### src/include/tmr_pkg.sv
// constants and types shared by the capture/reload timer design
package tmr_pkg;
   // register word indices as printed; byte address is four times the index
   localparam logic [7:0] IDX_RELOAD_LOW = 8'hca;
   localparam logic [7:0] IDX_RELOAD_HIGH = 8'hcb;
   localparam logic [7:0] IDX_COUNT_LOW = 8'hcc;
   localparam logic [7:0] IDX_COUNT_HIGH = 8'hcd;
   localparam logic [7:0] IDX_CONTROL = 8'hc8;
   // control register field positions
   localparam int BIT_OVERFLOW = 7;
   localparam int BIT_TRIGGER_EVENT = 6;
   localparam int BIT_RX_BAUD = 5;
   localparam int BIT_TX_BAUD = 4;
   localparam int BIT_TRIGGER_ENABLE = 3;
   localparam int BIT_RUN = 2;
   localparam int BIT_COUNT_SOURCE = 1;
   localparam int BIT_CAPTURE_RELOAD = 0;
   // reset values
   localparam logic [7:0] RESET_BYTE = 8'h00;
   localparam logic [7:0] RESET_CONTROL = 8'h00;
   // timer mode prescale: one count per this many system clocks
   localparam logic [1:0] TIMER_DIVIDE = 2'h2;
   // state of the falling edge detector
   typedef struct packed {
      logic sync_a;
      logic sync_b;
      logic last;
   } edge_state_type;
endpackage : tmr_pkg

### src/hw/pin_fall_detect.sv
// pin synchroniser with falling edge pulse
`timescale 1ns/1ns
module pin_fall_detect
   import tmr_pkg::*;
(
   input wire logic clk,
   input wire logic rst_n,
   input wire logic ce,
   input wire logic pin,
   output logic fall
);
   edge_state_type st_reg;
   edge_state_type st_next;

   // first stage feeds only the second stage
   always_comb
   begin
      st_next = st_reg;
      st_next.sync_a = pin;
      st_next.sync_b = st_reg.sync_a;
      st_next.last = st_reg.sync_b;
   end

   always_ff @(posedge clk or negedge rst_n)
   begin
      if (!rst_n)
         st_reg <= '{sync_a: 1'b1, sync_b: 1'b1, last: 1'b1};
      else if (ce)
         st_reg <= st_next;
   end

   // pulse while high was followed by low in the synchronised copy
   assign fall = st_reg.last & ~st_reg.sync_b;
endmodule : pin_fall_detect

### src/hw/timer_capture_reload.sv
// sixteen-bit timer/counter with auto-reload and capture, APB register slave
// Contract
// - In timer mode the count advances once every 2 system clocks.
// - In counter mode the count advances on each falling edge of the count pin.
// - In reload mode overflow reloads the count, and so does an enabled trigger fall.
// - In capture mode an enabled trigger fall copies the count into the capture pair.
// - With either baud-source bit set, mode select is ignored and overflow reloads.
// - The reload/capture pair is readable and writable as two bytes at CAh and CBh.
// - The live count is readable and writable as two bytes at CCh and CDh, reset to 00h.
// - Overflow sets the overflow flag unless a baud-source bit is set; software clears it.
// - A trigger fall causing capture or reload sets the trigger flag; software clears it.
// - Trigger falls act only with the trigger enabled and both baud-source bits low.
`timescale 1ns/1ns
module timer_capture_reload
   import tmr_pkg::*;
(
   input wire logic CLK,
   input wire logic RESETN,
   input wire logic CE,
   input wire logic PSEL,
   input wire logic PENABLE,
   input wire logic PWRITE,
   input wire logic [31:0] PADDR,
   input wire logic [31:0] PWDATA,
   input wire logic [3:0] PSTRB,
   output logic [31:0] PRDATA,
   output logic PREADY,
   output logic PSLVERR,
   input wire logic COUNT_INPUT_PIN,
   input wire logic TRIGGER_INPUT_PIN,
   output logic OVERFLOW_PULSE
);
   typedef struct packed {
      logic [7:0] reload_low;
      logic [7:0] reload_high;
      logic [15:0] count;
      logic overflow_flag;
      logic trigger_event_flag;
      logic rx_baud_source;
      logic tx_baud_source;
      logic trigger_pin_enable;
      logic run_control;
      logic count_source_select;
      logic capture_reload_select;
      logic [31:0] rdata;
      logic slverr;
      logic ovf_pulse;
   } tmr_state_type;

   tmr_state_type st_reg;
   tmr_state_type st_next;
   logic rst_meta_reg;
   logic rst_sync_reg;
   logic count_fall;
   logic trig_fall;
   logic pre_tick;

   // reset released through two flops so all state leaves reset on the same edge
   always_ff @(posedge CLK or negedge RESETN)
   begin
      if (!RESETN)
      begin
         rst_meta_reg <= 1'b0;
         rst_sync_reg <= 1'b0;
      end
      else
      begin
         rst_meta_reg <= 1'b1;
         rst_sync_reg <= rst_meta_reg;
      end
   end

   pin_fall_detect count_edge (
      .clk(CLK),
      .rst_n(rst_sync_reg),
      .ce(CE),
      .pin(COUNT_INPUT_PIN),
      .fall(count_fall)
   );

   pin_fall_detect trigger_edge (
      .clk(CLK),
      .rst_n(rst_sync_reg),
      .ce(CE),
      .pin(TRIGGER_INPUT_PIN),
      .fall(trig_fall)
   );

   timer_prescale prescale (
      .clk(CLK),
      .rst_n(rst_sync_reg),
      .ce(CE),
      .run(st_reg.run_control & ~st_reg.count_source_select),
      .tick(pre_tick)
   );

   logic access;
   logic wr;
   logic [7:0] word_idx;
   logic addr_ok;
   logic baud_mode;
   logic inc;
   logic overflow;
   logic trig_act;
   logic [7:0] wbyte;
   logic [7:0] ctrl_read;

   // decode: word index is the byte address divided by four
   assign access = PSEL & PENABLE;
   assign wr = access & PWRITE & PSTRB[0];
   assign word_idx = PADDR[9:2];
   assign addr_ok = (PADDR[31:10] == 22'h0) && (PADDR[1:0] == 2'h0) &&
      (word_idx == IDX_RELOAD_LOW || word_idx == IDX_RELOAD_HIGH ||
       word_idx == IDX_COUNT_LOW || word_idx == IDX_COUNT_HIGH ||
       word_idx == IDX_CONTROL);
   assign wbyte = PWDATA[7:0];
   assign baud_mode = st_reg.rx_baud_source | st_reg.tx_baud_source;

   // count enable from the selected source, gated by run
   assign inc = st_reg.run_control &
      (st_reg.count_source_select ? count_fall : pre_tick);
   assign overflow = inc & (st_reg.count == 16'hffff);
   assign trig_act = trig_fall & st_reg.trigger_pin_enable & ~baud_mode;

   assign ctrl_read = {st_reg.overflow_flag, st_reg.trigger_event_flag,
      st_reg.rx_baud_source, st_reg.tx_baud_source, st_reg.trigger_pin_enable,
      st_reg.run_control, st_reg.count_source_select, st_reg.capture_reload_select};

   // software writes first, then the timer engine; hardware flag sets override clears
   always_comb
   begin
      st_next = st_reg;
      st_next.ovf_pulse = overflow;
      // software writes to registers
      if (wr && addr_ok)
      begin
         case (word_idx)
            IDX_RELOAD_LOW: st_next.reload_low = wbyte;
            IDX_RELOAD_HIGH: st_next.reload_high = wbyte;
            IDX_COUNT_LOW: st_next.count[7:0] = wbyte;
            IDX_COUNT_HIGH: st_next.count[15:8] = wbyte;
            IDX_CONTROL:
            begin
               st_next.overflow_flag = wbyte[BIT_OVERFLOW];
               st_next.trigger_event_flag = wbyte[BIT_TRIGGER_EVENT];
               st_next.rx_baud_source = wbyte[BIT_RX_BAUD];
               st_next.tx_baud_source = wbyte[BIT_TX_BAUD];
               st_next.trigger_pin_enable = wbyte[BIT_TRIGGER_ENABLE];
               st_next.run_control = wbyte[BIT_RUN];
               st_next.count_source_select = wbyte[BIT_COUNT_SOURCE];
               st_next.capture_reload_select = wbyte[BIT_CAPTURE_RELOAD];
            end
            default: st_next.count = st_reg.count;
         endcase
      end
      // counting; a count written this cycle is overridden by the engine
      if (inc)
         st_next.count = st_reg.count + 16'h0001;
      // overflow reload in reload mode, or always in baud mode
      if (overflow && (baud_mode || !st_reg.capture_reload_select))
         st_next.count = {st_reg.reload_high, st_reg.reload_low};
      // trigger falls
      if (trig_act)
      begin
         st_next.trigger_event_flag = 1'b1;
         if (st_reg.capture_reload_select)
         begin
            // capture the count as it stood before this cycle's increment
            st_next.reload_low = st_reg.count[7:0];
            st_next.reload_high = st_reg.count[15:8];
         end
         else
            st_next.count = {st_reg.reload_high, st_reg.reload_low};
      end
      if (overflow && !baud_mode)
         st_next.overflow_flag = 1'b1;
      // read data and error answer are captured in the setup cycle and dropped at the
      // access edge, so the bus shows zero in every cycle outside an access
      st_next.rdata = 32'h0;
      st_next.slverr = 1'b0;
      if (PSEL && !PENABLE)
      begin
         st_next.slverr = ~addr_ok;
         if (!PWRITE)
         begin
            case (word_idx)
               IDX_RELOAD_LOW: st_next.rdata = {24'h0, st_reg.reload_low};
               IDX_RELOAD_HIGH: st_next.rdata = {24'h0, st_reg.reload_high};
               IDX_COUNT_LOW: st_next.rdata = {24'h0, st_reg.count[7:0]};
               IDX_COUNT_HIGH: st_next.rdata = {24'h0, st_reg.count[15:8]};
               IDX_CONTROL: st_next.rdata = {24'h0, ctrl_read};
               default: st_next.rdata = 32'h0;
            endcase
            if (!addr_ok)
               st_next.rdata = 32'h0;
         end
      end
   end

   // timer and bus state in one register, frozen while the clock enable is low
   always_ff @(posedge CLK or negedge rst_sync_reg)
   begin
      if (!rst_sync_reg)
      begin
         st_reg <= '0;
         st_reg.reload_low <= RESET_BYTE;
         st_reg.reload_high <= RESET_BYTE;
         st_reg.count <= {RESET_BYTE, RESET_BYTE};
      end
      else if (CE)
         st_reg <= st_next;
   end

   // no wait states: data is prepared in setup and presented in access
   assign PREADY = 1'b1;
   assign PRDATA = st_reg.rdata;
   assign PSLVERR = st_reg.slverr & access;
   assign OVERFLOW_PULSE = st_reg.ovf_pulse;
endmodule : timer_capture_reload

### src/hw/timer_prescale.sv
// divides the system clock for timer mode counting
`timescale 1ns/1ns
module timer_prescale
   import tmr_pkg::*;
(
   input wire logic clk,
   input wire logic rst_n,
   input wire logic ce,
   input wire logic run,
   output logic tick
);
   typedef struct packed {
      logic [1:0] cnt;
   } pre_state_type;
   pre_state_type st_reg;
   pre_state_type st_next;

   // counter held at zero while stopped so the first tick lands two clocks after start
   always_comb
   begin
      st_next = st_reg;
      if (!run)
         st_next.cnt = 2'h0;
      else if (st_reg.cnt == TIMER_DIVIDE - 2'h1)
         st_next.cnt = 2'h0;
      else
         st_next.cnt = st_reg.cnt + 2'h1;
   end

   always_ff @(posedge clk or negedge rst_n)
   begin
      if (!rst_n)
         st_reg <= '{cnt: 2'h0};
      else if (ce)
         st_reg <= st_next;
   end

   assign tick = run & (st_reg.cnt == TIMER_DIVIDE - 2'h1);
endmodule : timer_prescale

### config.mk
export PLATFORM = sky130hd
export DESIGN_NAME = timer_capture_reload
export DESIGN_NICKNAME = d
export VERILOG_FILES = /design/src/include/tmr_pkg.sv /design/src/hw/pin_fall_detect.sv /design/src/hw/timer_capture_reload.sv /design/src/hw/timer_prescale.sv
export SDC_FILE = /design/constraint.sdc
export NUM_CORES = 1
export LEC_CHECK = 0
export BUFFER_PORTS_ARGS = -buffer_cell sky130_fd_sc_hd__buf_2
export CAP_MARGIN = 40
export CORE_MARGIN = 2
export CORE_UTILIZATION = 55
export CTS_CLUSTER_SIZE = 25
export DETAILED_ROUTE_END_ITERATION = 8
export HOLD_SLACK_MARGIN = 0.02
export PLACE_DENSITY_LB_ADDON = 0.25
export SLEW_MARGIN = 0
export SYNTH_ARGS = -nofsm -noshare
export SYNTH_HDL_FRONTEND = slang
export SYNTH_SLANG_ARGS = --single-unit
### constraint.sdc
create_clock -name CLK -period 3.6 [get_ports CLK]
set_input_delay 0.72 -clock CLK [delete_from_list [all_inputs] [get_ports CLK]]
set_output_delay 0.72 -clock CLK [all_outputs]
set_load 0.1 [all_outputs]
==> results_dict.tcl, run 1 <==
set metrics [dict create \
    worstSetupEndpointType "flop" \
    worstSetupPathType "in -> reg" \
    clock-skew-final_ns 0.008951 \
    crit_chain "buf_2 > nor4_1 > nand4_2 > a2111oi_4 > and4_1 > mux2_2" \
    drive_gt1_frac 0.2620 \
    rows 30 \
    finalSetupTns_ns 0 \
    rsz0062_at_grt "no" \
    die_x_um 88.91 \
    clkSlewWorstSetupHoldPaths_ns 0.07 \
    die-area_um2 7904 \
    start_kind "input pin" \
    cp_num_buf_inv 1 \
    synth_warnings 0 \
    antenna_left 0 \
    layout_commonest_cell "buf_2" \
    gr-total-overflow 0 \
    hold_path_class "in -> async" \
    grt_pass1_vias 3301 \
    max_stage_delay_ns 0.52 \
    cp_max_fo 8 \
    ctsHoldBuffers 0 \
    dieHeight_um 88.91 \
    clk_latency_ns 0.34 \
    wl_per_cell_um 18.74 \
    via_count 3534 \
    grt_max_degree 37 \
    critPathTopFamily "simple AND/OR/NAND/NOR gates" \
    largest_register_ffs 33 \
    cts_setup_buffers 0 \
    nNetsFinal 530 \
    multiInputGateArea_um2 2156 \
    num-fill-cells 580 \
    cp.required_ns 3.83 \
    cts_root_buf "clkbuf_8" \
    synth-async-reset-ratio 1.000 \
    firstDrtPassIters 6 \
    finalSetupViolations 0 \
    arrival_ns 2.94 \
    syn2layout_area_growth_pct 9.751 \
    postRouteWirelength_mm 10.38 \
    synth_edf_count 0 \
    drc 0 \
    stdcell_count 554 \
    final_cell_mix "buf_2, dfrtp_1, nor2_1" \
    slew-limit-headroom 0.4638 \
    slew_viol_final 0 \
    grt_pass1_wl_mm 16.58 \
    crit_slowest_cell "and4_1" \
    grt.total_usage 0.2752 \
    drt-initial-drc-count 364 \
    syn_inst 414 \
    hold_viol_final 0 \
    leakage_nw 1.833 \
    finalCritPeriodShare 0.7520 \
    core-area_um2 6869 \
    antennaDiodeCount 0 \
    syn_avg_cell_area_um2 9.577 \
    ir_drop_mv 0.2226 \
    num_io_pins 111 \
    htreeDepth 3 \
    start_util 0.5772 \
    synth_cell_types 70 \
    setup_slack_ns 0.8928 \
    dp_slack_ns 0.5723 \
    ys_ff_latch 60 \
    seqCellArea_um2 1510 \
    cts-buffers-inserted 9 \
    utilization 0.6335 \
    drt-vias-per-instance 6.379 \
    power_density_nw_per_um2 369.4 \
    status "completed" \
    cts_tree "built" \
    numClockSinks 60 \
    syn_area_um2 3965 \
    hpwl_mm 7.589 \
    clock_path_buffers 2 \
    place_congestion 0.9424 \
    fmax_mhz 369.4 \
    period_needed_ns 2.707 \
    maxCapViolCount 0 \
    placed_cells 538 \
    antenna_found_initial 0 \
    io_buffers 58 \
    ctsResizeCount 0 \
    tightest_slew_ns 0.8024 \
    yosysSeqAreaShare 0.3806 \
    synth_ff_type "dfrtp_1" \
]
-- cell usage after synthesis (4+ instances only) --
master	n	area, µm²
nand2_1	24	90.09
nor2_1	27	101.4
a22oi_1	9	67.56
buf_4	36	270.3
buf_2	8	40.04
dfrtp_1	54	1351
or3_1	4	25.02
mux2i_1	7	70.07
a21oi_1	8	40.04
and4_1	4	35.03
dfstp_2	6	157.7
nand4_1	6	37.54
o21ai_0	9	45.04
xor2_1	4	35.03
a2bb2oi_1	24	210.2
and3_1	8	50.05
a221oi_1	9	78.83
nor3_1	10	50.05
o2bb2ai_1	11	96.34
o22ai_1	18	112.6
a211o_1	5	43.79
a211oi_1	4	30.03
nor4_1	10	62.56
xnor2_1	6	52.55
mux2_2	13	146.4
clkbuf_1	16	60.06
nand3_1	14	70.07
-- per-layer routing --
layer	global-route usage	vias to the layer above	routed length (µm)
met5	0	-	0
li1	-	1616	-
met2	0.4206	179	4888
met3	0.07664	31	918
met1	0.3713	1708	4330
met4	0.1088	0	242
-- stage by stage --
| stage | power, mW | hold WS [ns] | instance area, µm² |
|---|---|---|---|
| floorplan | 0.9675 | 0.3312 | 4055 |
| global placement | 1.007 | 0.2516 | 4140 |
| detailed placement | 1.013 | 0.2612 | 4151 |
| CTS | 1.621 | 0.1428 | 4352 |
| global route | 1.672 | 0.1368 | 4352 |
| finish | 1.608 | 0.1536 | 4352 |
-- layout make-up --
cell class | count | share of cell area
clock buffers | 9 | 0.02846
repair buffers | 66 | 0.08137
inverters | 3 | 0.002588
clock inverters | 7 | 0.01754
multi-input cells | 313 | 0.4954
flip-flops and latches | 60 | 0.3470
well taps | 96 | 0.02760
-- where the power goes --
group	leakage (nW)	switching [mW]	internal (mW)	total (mW)
clock network	0.0958	0.283	0.322	0.606
logic	0.965	0.191	0.0645	0.256
registers	0.772	0.0372	0.709	0.747
total	1.83	0.511	1.10	1.61
-- cells by family (layout without fill, tap and decap cells) --
| family | after synthesis | in the layout | share of synthesized area |
|---|---|---|---|
| multiplexers | 20 | 20 | 0.05459 |
| AO/OA/AOI/OAI | 122 | 122 | 0.2427 |
| XOR/XNOR | 10 | 10 | 0.02209 |
| buffers and inverters | 65 | 85 | 0.09845 |
| AND/OR/NAND/NOR | 134 | 134 | 0.1966 |
| adder cells (fa/ha/maj) | 1 | 1 | 0.003155 |
| flip-flops | 60 | 60 | 0.3806 |
| other | 2 | 26 | 0.001894 |
-- final timing paths --
| check | cells past startpoint | start | endpoint | slack, ns |
|---|---|---|---|---|
| worst max-delay path | 6 | PADDR[14] | ctrl_read[5] | 0.89 |
| worst min-delay path | 1 | RESETN | rst_meta_reg | 0.15 |
| worst max register to register | 8 | st_reg[42] | st_reg[48] | 1.05 |
| worst min register to register | 0 | rst_sync_reg | st_reg[43] | 0.24 |
| max in group asynchronous | 1 | rst_sync_reg | trigger_edge.st_next[1] | 2.50 |
| min in group CLK | 0 | rst_meta_reg | rst_sync_reg | 0.35 |
-- worst reg2reg max path, cell delays in order, from the launching register on --
cell and delay [ns]:
dfrtp_1 0.50, ha_1 0.29, nand2_1 0.14, or3_1 0.49
o31ai_2 0.48, buf_4 0.26, and3_1 0.16, a21oi_1 0.04
o31ai_1 0.09
Note: power is estimated with default switching activity, not from simulation.
==> run 2: changes to the inputs <==
CORE_UTILIZATION = 48   (was 55)
clock period = 2.2 ns   (was 3.6 ns; I/O delays follow)
==> run 2 against run 1 <==
Net effect:
- cell area up 12%
- clock power up 86%
- count of clock-buffer cells in the layout up 1
- critical endpoint is now st_reg[42]
==> results_dict.tcl, run 2 (synthesis results as in run 1) <==
set metrics [dict create \
    antenna_left 0 \
    drt-initial-drc-count 381 \
    htreeDepth 3 \
    layout_commonest_cell "buf_4" \
    postRouteWirelength_mm 11.89 \
    dieHeight_um 94.89 \
    core-area_um2 8093 \
    leakage_nw 2.148 \
    cp_max_fo 5 \
    finalCritPeriodShare 0.9764 \
    nNetsFinal 586 \
    cts_tree "built" \
    clock-skew-final_ns 0.01313 \
    clock_path_buffers 2 \
    grt.total_usage 0.2742 \
    worstSetupEndpointType "flop" \
    final_cell_mix "buf_4, buf_2, dfrtp_1" \
    place_congestion 0.9497 \
    period_needed_ns 2.148 \
    clkSlewWorstSetupHoldPaths_ns 0.07 \
    antenna_found_initial 0 \
    cts-buffers-inserted 9 \
    fmax_mhz 465.5 \
    via_count 3829 \
    grt_pass1_wl_mm 18.83 \
    placed_cells 599 \
    slew_viol_final 0 \
    power_density_nw_per_um2 576.1 \
    tightest_slew_ns 0.5340 \
    setup_slack_ns 0.05187 \
    numClockSinks 60 \
    cp.required_ns 2.42 \
    die_x_um 94.89 \
    drive_gt1_frac 0.3541 \
    stdcell_count 619 \
    drc 0 \
    rows 33 \
    arrival_ns 2.37 \
    die-area_um2 9003 \
    clk_latency_ns 0.35 \
    antennaDiodeCount 0 \
    status "completed" \
    worstSetupPathType "reg -> reg" \
    grt_pass1_vias 3620 \
    gr-total-overflow 0 \
    wl_per_cell_um 19.21 \
    io_buffers 58 \
    hpwl_mm 8.491 \
    num_io_pins 111 \
    slew-limit-headroom 0.6440 \
    firstDrtPassIters 6 \
    start_kind "flop" \
    dp_slack_ns -0.1558 \
    hold_path_class "reg -> async" \
    num-fill-cells 725 \
    start_util 0.4900 \
    syn2layout_area_growth_pct 23.29 \
    drt-vias-per-instance 6.186 \
    largest_register_ffs 33 \
    hold_viol_final 0 \
    maxCapViolCount 0 \
    cts_root_buf "clkbuf_8" \
    grt_max_degree 59 \
    finalSetupViolations 0 \
    ir_drop_mv 0.5065 \
]
[run 2: routing by layer]
layer,vias up,routed length (µm),track usage
li1,1721,-,-
met1,1866,4996,0.3711
met2,210,5633,0.4374
met3,32,1013,0.06943
met4,0,249,0.07367
met5,-,0,0
[run 2: final cells by class]
| cell class | count | area [µm²] | area share |
|---|---|---|---|
| clock buffers | 10 | 137.6 | 0.02815 |
| repair buffers | 121 | 803.3 | 0.1643 |
| well taps | 105 | 131.4 | 0.02687 |
| multi-input cells | 314 | 2207 | 0.4515 |
| clock inverters | 6 | 87.58 | 0.01792 |
| inverters | 3 | 11.26 | 0.002304 |
| flip-flops and latches | 60 | 1510 | 0.3089 |
[run 2: critical path, cell delays in order, from the launching register on]
cell and delay (ns):
dfstp_2 0.54, and4b_1 0.24, buf_4 0.15, nor2_2 0.22, nand3_1 0.17, o21ai_0 0.40
o21ba_1 0.24, nor3_2 0.06
[run 2: what timing repair did]
item / CTS / global route
endpoints found under the setup margin: 4 / 11
gates resized for setup: 1 / 7
buffers inserted: 0 / 2
gates cloned: 0 / 1
hold endpoints to repair: 2 / 0
pin swaps: 0 / 1
hold buffers: 1 / 0
[run 2: worst paths after layout]
path / startpoint / to / depth (start not counted) / slack, ns
setup / recovery: count_edge.st_next[0] / st_reg[42] / 7 / 0.05
hold / removal: rst_sync_reg / st_reg[45] / 1 / 0.27
setup reg to reg: count_edge.st_next[0] / st_reg[42] / 7 / 0.05
hold reg to reg: rst_sync_reg / st_reg[45] / 1 / 0.27
max in group asynchronous: rst_sync_reg / trigger_edge.st_next[1] / 1 / 1.62
min in group CLK: TRIGGER_INPUT_PIN / trigger_edge.st_next[1] / 2 / 0.32
[run 2: where the power goes]
part	internal [mW]	switching, mW
sequential	1.16	0.0334
clock	0.668	0.466
combinational	0.136	0.352
[run 2: per-stage QoR]
| step | setup TNS (ns) | util | area [µm²] | hold WS (ns) | power [mW] |
|---|---|---|---|---|---|
| global route | -0.08291 | 0.6041 | 4888 | 0.3107 | 2.924 |
| detailed placement | -1.630 | 0.5668 | 4587 | 0.2273 | 1.692 |
| global placement | -1.007 | 0.5668 | 4587 | 0.2248 | 1.682 |
| CTS | 0 | 0.5969 | 4831 | 0.2894 | 2.831 |
| floorplan | 0 | - | 4055 | 0.1444 | 1.583 |
| finish | 0 | 0.6041 | 4888 | 0.2711 | 2.816 |
